$ cat src/common/spidg_pkg.sv
// Shared constants and types for the serial datagram port.
package spidg_pkg;

	// Datagram layout.
	localparam int DGRAM_BITS = 40;
	localparam int DGRAM_MSB = 39;
	localparam int STATUS_MSB = 39;
	localparam int STATUS_LSB = 32;
	localparam int WFLAG_POS = 39;
	localparam int ADDR_MSB = 38;
	localparam int ADDR_LSB = 32;
	localparam int DATA_MSB = 31;
	localparam logic [5:0] BITCNT_FULL = 6'h28;
	localparam logic [5:0] BITCNT_ZERO = 6'h00;
	localparam logic [5:0] BITCNT_STEP = 6'h01;

	// Pin vector positions.
	localparam int PIN_N = 4;
	localparam int PIN_SCK = 0;
	localparam int PIN_SDI = 1;
	localparam int PIN_CSN = 2;
	localparam int PIN_ENN = 3;
	// Clock, select and enable idle high; data idles low.
	localparam logic [PIN_N-1:0] PIN_RST = 4'hD;

	// Input filter timing.
	localparam int CLK_PERIOD_NS = 50;
	localparam int FILT_NS = 20;
	localparam int FILT_CYC_I = (FILT_NS + CLK_PERIOD_NS - 1) / CLK_PERIOD_NS;
	localparam logic [1:0] FILT_CYC = (FILT_CYC_I < 1) ? 2'h1 : 2'(FILT_CYC_I);
	localparam logic [1:0] FCNT_ZERO = 2'h0;
	localparam logic [1:0] FCNT_STEP = 2'h1;

	typedef enum logic {
		LINK_IDLE = 1'b0,
		LINK_SEL = 1'b1
	} spidg_link_e;

	typedef struct packed {
		logic write_flag;
		logic [6:0] addr;
		logic [31:0] data;
	} spidg_cmd_s;

	localparam spidg_cmd_s CMD_RST = '{write_flag: 1'b0, addr: 7'h00, data: 32'h0000_0000};

endpackage

$ cat src/rtl/spidg_port.sv
// Serial slave port that receives 40-bit command datagrams and returns replies.
module spidg_port
	import spidg_pkg::*;
#(
	parameter int BUF_DEPTH = 2
) (
	// Clock and reset.
	input wire logic clock,
	input wire logic rst,
	// Serial link pins.
	input wire logic sck,
	input wire logic sdi,
	input wire logic chip_select_low,
	output logic sdo,
	output logic sdo_oe,
	// Driver enable pin and its filtered level.
	input wire logic driver_enable_low,
	output logic driver_enable,
	// Received commands.
	output logic cmd_valid,
	input wire logic cmd_ready,
	output spidg_cmd_s cmd,
	output logic cmd_overrun,
	// Reply sources.
	input wire logic [7:0] status_in,
	output logic read_strobe,
	output logic [6:0] read_addr,
	input wire logic [31:0] read_data
);

	// Pin synchronisers and glitch filters.
	logic [PIN_N-1:0] sync1_q, sync2_q, filt_q, filt_d;
	logic [1:0] fcnt_q [PIN_N];
	logic [1:0] fcnt_d [PIN_N];
	logic sck_prev_q;

	always_comb begin
		filt_d = filt_q;
		for (int i = 0; i < PIN_N; i++) begin
			fcnt_d[i] = FCNT_ZERO;
			if (sync2_q[i] != filt_q[i]) begin
				// A level must be seen on two samples a filter time apart before it is believed.
				if (fcnt_q[i] >= FILT_CYC) begin
					filt_d[i] = sync2_q[i];
				end else begin
					fcnt_d[i] = fcnt_q[i] + FCNT_STEP;
				end
			end
		end
	end

	always_ff @(posedge clock or posedge rst) begin
		if (rst) begin
			sync1_q <= PIN_RST;
			sync2_q <= PIN_RST;
			filt_q <= PIN_RST;
			sck_prev_q <= 1'b1;
			for (int i = 0; i < PIN_N; i++) begin
				fcnt_q[i] <= FCNT_ZERO;
			end
		end else begin
			sync1_q <= {driver_enable_low, chip_select_low, sdi, sck};
			sync2_q <= sync1_q;
			filt_q <= filt_d;
			sck_prev_q <= filt_q[PIN_SCK];
			fcnt_q <= fcnt_d;
		end
	end

	logic sel, sck_rise, sck_fall;

	// Clock edges only count while selected, so other slaves can share the bus.
	assign sel = !filt_q[PIN_CSN];
	assign sck_rise = sel && filt_q[PIN_SCK] && !sck_prev_q;
	assign sck_fall = sel && !filt_q[PIN_SCK] && sck_prev_q;
	assign driver_enable = !filt_q[PIN_ENN];

	// Link state, shift register and serial output.
	spidg_link_e state_q, state_d;
	logic [DGRAM_MSB:0] shift_q, shift_d, reply_q, reply_d;
	logic [5:0] bitcnt_q, bitcnt_d;
	logic sdo_q, sdo_d, oe_q, oe_d;
	logic new_cmd;

	// A datagram shorter than forty clocks is treated as aborted and dropped.
	assign new_cmd = state_q == LINK_SEL && !sel && bitcnt_q >= BITCNT_FULL;

	always_comb begin
		state_d = state_q;
		shift_d = shift_q;
		bitcnt_d = bitcnt_q;
		sdo_d = sdo_q;
		oe_d = oe_q;
		unique case (state_q)
			LINK_IDLE: begin
				if (sel) begin
					state_d = LINK_SEL;
					shift_d = reply_q;
					// Mode 3 needs the first bit valid before the first rising edge.
					sdo_d = reply_q[DGRAM_MSB];
					oe_d = 1'b1;
					bitcnt_d = BITCNT_ZERO;
				end
			end
			LINK_SEL: begin
				if (!sel) begin
					state_d = LINK_IDLE;
					oe_d = 1'b0;
				end else begin
					if (sck_rise) begin
						shift_d = {shift_q[DGRAM_MSB-1:0], filt_q[PIN_SDI]};
						if (bitcnt_q < BITCNT_FULL) begin
							bitcnt_d = bitcnt_q + BITCNT_STEP;
						end
					end
					if (sck_fall) begin
						// Bits beyond forty re-emerge here after a full pass.
						sdo_d = shift_q[DGRAM_MSB];
					end
				end
			end
		endcase
	end

	always_ff @(posedge clock or posedge rst) begin
		if (rst) begin
			state_q <= LINK_IDLE;
			shift_q <= '0;
			bitcnt_q <= BITCNT_ZERO;
			sdo_q <= 1'b0;
			oe_q <= 1'b0;
		end else begin
			state_q <= state_d;
			shift_q <= shift_d;
			bitcnt_q <= bitcnt_d;
			sdo_q <= sdo_d;
			oe_q <= oe_d;
		end
	end

	assign sdo = sdo_q;
	assign sdo_oe = oe_q;

	// Command hand-off and reply preparation.
	spidg_cmd_s cmd_q, cmd_d;
	logic pend_q, pend_d, ovr_q, ovr_d, rd_q, rd_d;
	logic [6:0] raddr_q, raddr_d;
	logic buf_ready;

	always_comb begin
		cmd_d = cmd_q;
		pend_d = pend_q;
		reply_d = reply_q;
		rd_d = 1'b0;
		raddr_d = raddr_q;
		ovr_d = 1'b0;
		if (pend_q && buf_ready) begin
			pend_d = 1'b0;
		end
		if (rd_q) begin
			reply_d[DATA_MSB:0] = read_data;
		end
		if (new_cmd) begin
			// The shift register holds just the last forty bits that arrived.
			cmd_d = spidg_cmd_s'(shift_q);
			pend_d = 1'b1;
			// A full buffer with a command still waiting means the old one is lost.
			ovr_d = pend_q && !buf_ready;
			reply_d[STATUS_MSB:STATUS_LSB] = status_in;
			if (shift_q[WFLAG_POS]) begin
				reply_d[DATA_MSB:0] = shift_q[DATA_MSB:0];
			end else begin
				rd_d = 1'b1;
				raddr_d = shift_q[ADDR_MSB:ADDR_LSB];
			end
		end
	end

	always_ff @(posedge clock or posedge rst) begin
		if (rst) begin
			cmd_q <= CMD_RST;
			pend_q <= 1'b0;
			ovr_q <= 1'b0;
			rd_q <= 1'b0;
			raddr_q <= 7'h00;
			reply_q <= '0;
		end else begin
			cmd_q <= cmd_d;
			pend_q <= pend_d;
			ovr_q <= ovr_d;
			rd_q <= rd_d;
			raddr_q <= raddr_d;
			reply_q <= reply_d;
		end
	end

	assign cmd_overrun = ovr_q;
	assign read_strobe = rd_q;
	assign read_addr = raddr_q;

	spidg_buf #(
		.WIDTH($bits(spidg_cmd_s)),
		.DEPTH(BUF_DEPTH)
	) u_buf (
		.clock(clock),
		.rst(rst),
		.in_valid(pend_q),
		.in_ready(buf_ready),
		.in_data(cmd_q),
		.out_valid(cmd_valid),
		.out_ready(cmd_ready),
		.out_data(cmd)
	);
endmodule

$ cat src/rtl/spidg_buf.sv
// Small first-in first-out buffer with valid and ready on both sides.
module spidg_buf #(
	parameter int WIDTH = 40,
	parameter int DEPTH = 2
) (
	// Clock and reset.
	input wire logic clock,
	input wire logic rst,
	// Filling side.
	input wire logic in_valid,
	output logic in_ready,
	input wire logic [WIDTH-1:0] in_data,
	// Draining side.
	output logic out_valid,
	input wire logic out_ready,
	output logic [WIDTH-1:0] out_data
);
	localparam int PW = (DEPTH > 1) ? $clog2(DEPTH) : 1;

	if (DEPTH < 2 || (DEPTH & (DEPTH - 1)) != 0 || WIDTH < 1) begin : g_bad
		$error("Buffer depth must be a power of two of at least two.");
	end

	logic [WIDTH-1:0] mem_q [DEPTH];
	logic [PW:0] wr_q, wr_d, rd_q, rd_d;
	logic push, pop;

	always_comb begin
		in_ready = (wr_q - rd_q) != (PW+1)'(DEPTH);
		out_valid = wr_q != rd_q;
		out_data = mem_q[rd_q[PW-1:0]];
		push = in_valid && in_ready;
		pop = out_valid && out_ready;
		wr_d = push ? wr_q + (PW+1)'(1) : wr_q;
		rd_d = pop ? rd_q + (PW+1)'(1) : rd_q;
	end

	always_ff @(posedge clock or posedge rst) begin
		if (rst) begin
			wr_q <= '0;
			rd_q <= '0;
		end else begin
			wr_q <= wr_d;
			rd_q <= rd_d;
		end
	end

	// Storage needs no reset; the pointers guard every read.
	always_ff @(posedge clock) begin
		if (push) begin
			mem_q[wr_q[PW-1:0]] <= in_data;
		end
	end

endmodule

$ cat config.mk
export PLATFORM = sky130hd
export DESIGN_NAME = spidg_port
export DESIGN_NICKNAME = d
export VERILOG_FILES = /design/src/common/spidg_pkg.sv /design/src/rtl/spidg_port.sv /design/src/rtl/spidg_buf.sv
export SDC_FILE = /design/constraint.sdc
export NUM_CORES = 1
export LEC_CHECK = 0
export BUFFER_PORTS_ARGS = -buffer_cell sky130_fd_sc_hd__buf_2
export CORE_MARGIN = 2
export CORE_UTILIZATION = 25
export CTS_CLUSTER_DIAMETER = 40
export DETAILED_ROUTE_END_ITERATION = 6
export GPL_TIMING_DRIVEN = 0
export PLACE_DENSITY = 0.45
export RECOVER_POWER = 50
export SLEW_MARGIN = 40
export SYNTH_ARGS = -nofsm -noshare
export SYNTH_HDL_FRONTEND = slang
export SYNTH_HIERARCHICAL = 1
export SYNTH_SLANG_ARGS = --single-unit
$ cat constraint.sdc
create_clock -name clock -period 5.7 [get_ports clock]
set_clock_uncertainty 0.1 [all_clocks]
set_input_delay 0.285 -clock clock [delete_from_list [all_inputs] [get_ports clock]]
set_output_delay 0.285 -clock clock [all_outputs]
set_load 0.03 [all_outputs]
==> flow_summary.ini <==
[synthesis]
synthAdderAreaFrac_pct = 1.48
synth_area_um2 = 10100
synth.mux.area_fraction_pct = 23.6
ys_warn_count = 6
synth_xor_area_share_pct = 0.679
synth_compound_area_share_pct = 3.46
ys_ff_latch = 244
synth-simple-area-share_pct = 3.66
synth_cell_types = 44
syn-num-nets = 718
syn_inst = 659
ys_seq_area_share_pct = 64.4
synth_top_family_by_area = multiplexers
syn_avg_cell_area_um2 = 15.4

[worst_setup_path]
worst_ep_arrival_time_ns = 2.79
crit_chain = clkbuf_1 -> clkbuf_1 -> mux2_2 -> buf_2
cp-start-kind = flip-flop
cpMostUsedCell = clkbuf_1
endpoint_kind = output pin
cp.buffers_inverters = 3
cp.required_ns = 5.32
critPathMaxStageDelay_ns = 0.68
crit_slowest_cell = clkbuf_1
cp_max_fo = 10
crit_family = buffers and inverters
path_class = reg2out

[global_routing]
grt_overflow = 0
grt_max_degree = 58
grt_use_met2_pct = 18.4
antenna_found_initial = 0
use_met3_pct = 2.52
grt_pass1_wl_um = 36900
grt_pass1_vias = 6053
gr-usage-met1_pct = 15.7
grt_usage_pct = 11.5
grt_busiest_layer = met2

[sta]
drv_slew = 49
fin_ws_ns = 2.52
min_period_ns = 3.18
fin_tns_setup_ns = 0
holdWs_ns = 0.0206
setup_viol = 0
max_freq_mhz = 315
tightest_slew_ns = 2.44
max_slew_margin_pct = -63.3
hold_violations = 0
rsz0062_at_grt = no
post-route-period-util_pct = 55.7

[pwr]
leakagePower_uw = 0.00472
peakVddDrop_mv = 0.159
p_per_area_nw_per_um2 = 390

[place]
routabilityCongestion = 0.705
dpl.cell_count = 1289
io_buffers = 99
pre_cts_slack_ns = 3.47
place_area_um2 = 11400
dpl.hpwl_um = 15900

[routing]
dr.pass1.iters = 4
ant_nets = 0
vias = 5779
wire_per_inst_um = 16.9
wirelength_um = 23600
drtIter0Drc = 184
drc = 0
viasPerCell = 4.15

[cts]
h-tree-depth = 2
clk_pin_slew_ns = 0.05
cts_resized = 0
cts_buffers = 38
cts_root_buffer = clkbuf_16
clock_sinks = 244
cts_tree = yes
postCtsSetupRepairBufs = 0
clock_latency_ns = 0.51
cts_buffer_depth = 3

[flow_run]
max_cap_violations = 1

[layout]
fillers = 4037
multiInputGateArea_um2 = 3340
area_delta_synth_final_pct = 28.8
diodes = 0
regArea_um2 = 6520
drive_gt1_share_pct = 44.2
num-nets-final = 899
final_cells = 1394
post-route-cell-area_um2 = 13000

[die]
dieArea_um2 = 42100
design.portCount = 100
die_w_um = 205
rows = 73
initial_core_util_pct = 25.4
fp.dieH_um = 205
coreArea_um2 = 39800

[outcome]
status = finished, violations left
violations = capacitance limit, slew limit

[worst_hold_path]
hold_class = in2reg
## metal layers
metal	wire, µm	vias to the layer above
met3	984	29
li1	-	2761
met2	11000	97
met5	0	-
met1	11200	2892
met4	419	0
## worst reg2reg max path, stage by stage (launching register included)
cell and delay (ns):
dfrtp_1 0.35, clkbuf_1 0.60, clkbuf_1 0.69, o211a_4 0.46, buf_12 0.26
## placed cells by master (no fill, tap or decap), types with 6 or more instances in the layout
master / count
buf_4: 6
dfstp_2: 7
nand2_1: 11
dlygate4sd3_1: 36
inv_1: 15
buf_6: 6
nor2_1: 34
dfrtp_1: 154
mux2_2: 182
edfxtp_1: 80
clkbuf_16: 39
ha_1: 12
clkinv_2: 7
clkbuf_1: 25
mux2i_1: 34
buf_2: 102
o21ai_0: 7
a21oi_1: 33
## cells in the mapped netlist, drive strengths merged
cell	n	area (µm²)
a41o	1	10.0
dfstp	10	263
mux2	182	2050
and3b	1	8.76
or2b	1	7.51
a21o	1	7.51
dfrtp	154	3850
buf	30	205
and3	5	31.3
nor2	35	139
nor3b	3	32.5
a211o	1	10.0
and2b	1	8.76
mux2i	34	340
xor2	5	43.8
a41oi	1	8.76
ha	12	150
o21ai	8	40.0
nand3	3	15.0
nand2	11	41.3
clkbuf	4	15.0
edfxtp	80	2400
o211ai	2	20.0
nor4b	2	17.5
nand2b	4	25.0
a211oi	2	27.5
xnor2	2	25.0
a31oi	2	12.5
o211a	1	10.0
nand4	3	18.8
inv	16	60.1
o31ai	1	7.51
a31o	2	17.5
and2	4	25.0
a21oi	34	170
o2111ai	1	8.76
## logic make-up after synthesis
kind of cell               after synthesis
buffers and inverters                   50
adders and majority gates               12
and+or+nand+nor                         73
muxes                                  216
DFF                                    244
AOI/OAI and AO/OA                       57
xor gates and xnor gates                 7
## metrics by stage
step                total power, µW  utilization [%]
floorplan                      2600                -
finish                         5090             32.8
detailed placement             2820             28.7
CTS                            5200             32.9
global route                   5350             32.8
global placement               2810             28.3
## where the power goes
group	leakage, µW	total [µW]	internal, µW	switching [µW]
Clock	0.000617	2310	1490	822
Combinational	0.00169	764	377	386
Sequential	0.00241	2020	1920	95.4
Total	0.00472	5090	3790	1300
## final timing paths
path / start / endpoint / slack (ns) / cells past startpoint
worst max-delay path: u_buf/rd_q[0]$_DFFE_PP0P_ / cmd[24] / 2.52 / 4
min in group asynchronous: rst / u_buf/rd_q[0]$_DFFE_PP0P_ / 0.13 / 3
worst min-delay path: read_data[8] / reply_q[8]$_DFF_PP0_ / 0.02 / 3
worst min register to register: sync1_q[1]$_DFF_PP0_ / sync2_q[1]$_DFF_PP0_ / 0.25 / 0
worst max register to register: u_buf/rd_q[0]$_DFFE_PP0P_ / u_buf/mem_q[0][32]$_DFFE_PP_ / 2.92 / 4
max in group asynchronous: rst / sync2_q[0]$_DFF_PP1_ / 3.15 / 5
## sequential cells by signal (all words and copies together), names as in the netlist, 4 cells and up
register,flops
u_buf/mem_q,80
cmd_q,40
reply_q,40
shift_q,40
fcnt_q,8
read_addr,7
bitcnt_q,6
filt_q,4
sync1_q,4
sync2_q,4
## final cells by class
cell class | count | share of cell area, %
clock inverters | 24 | 2.18
flip-flops and latches | 244 | 50.0
well taps | 525 | 5.03
inverters | 16 | 0.470
multi-input cells | 365 | 25.6
repair buffers | 141 | 7.45
plain buffers | 34 | 1.65
clock buffers | 45 | 7.65
## timing repair
action	4_1_cts	5_1_grt
hold endpoints to repair	88	0
endpoints found under the setup margin	0	0
hold buffers	36	0
No activity file was read; power rests on OpenSTA's default activity.
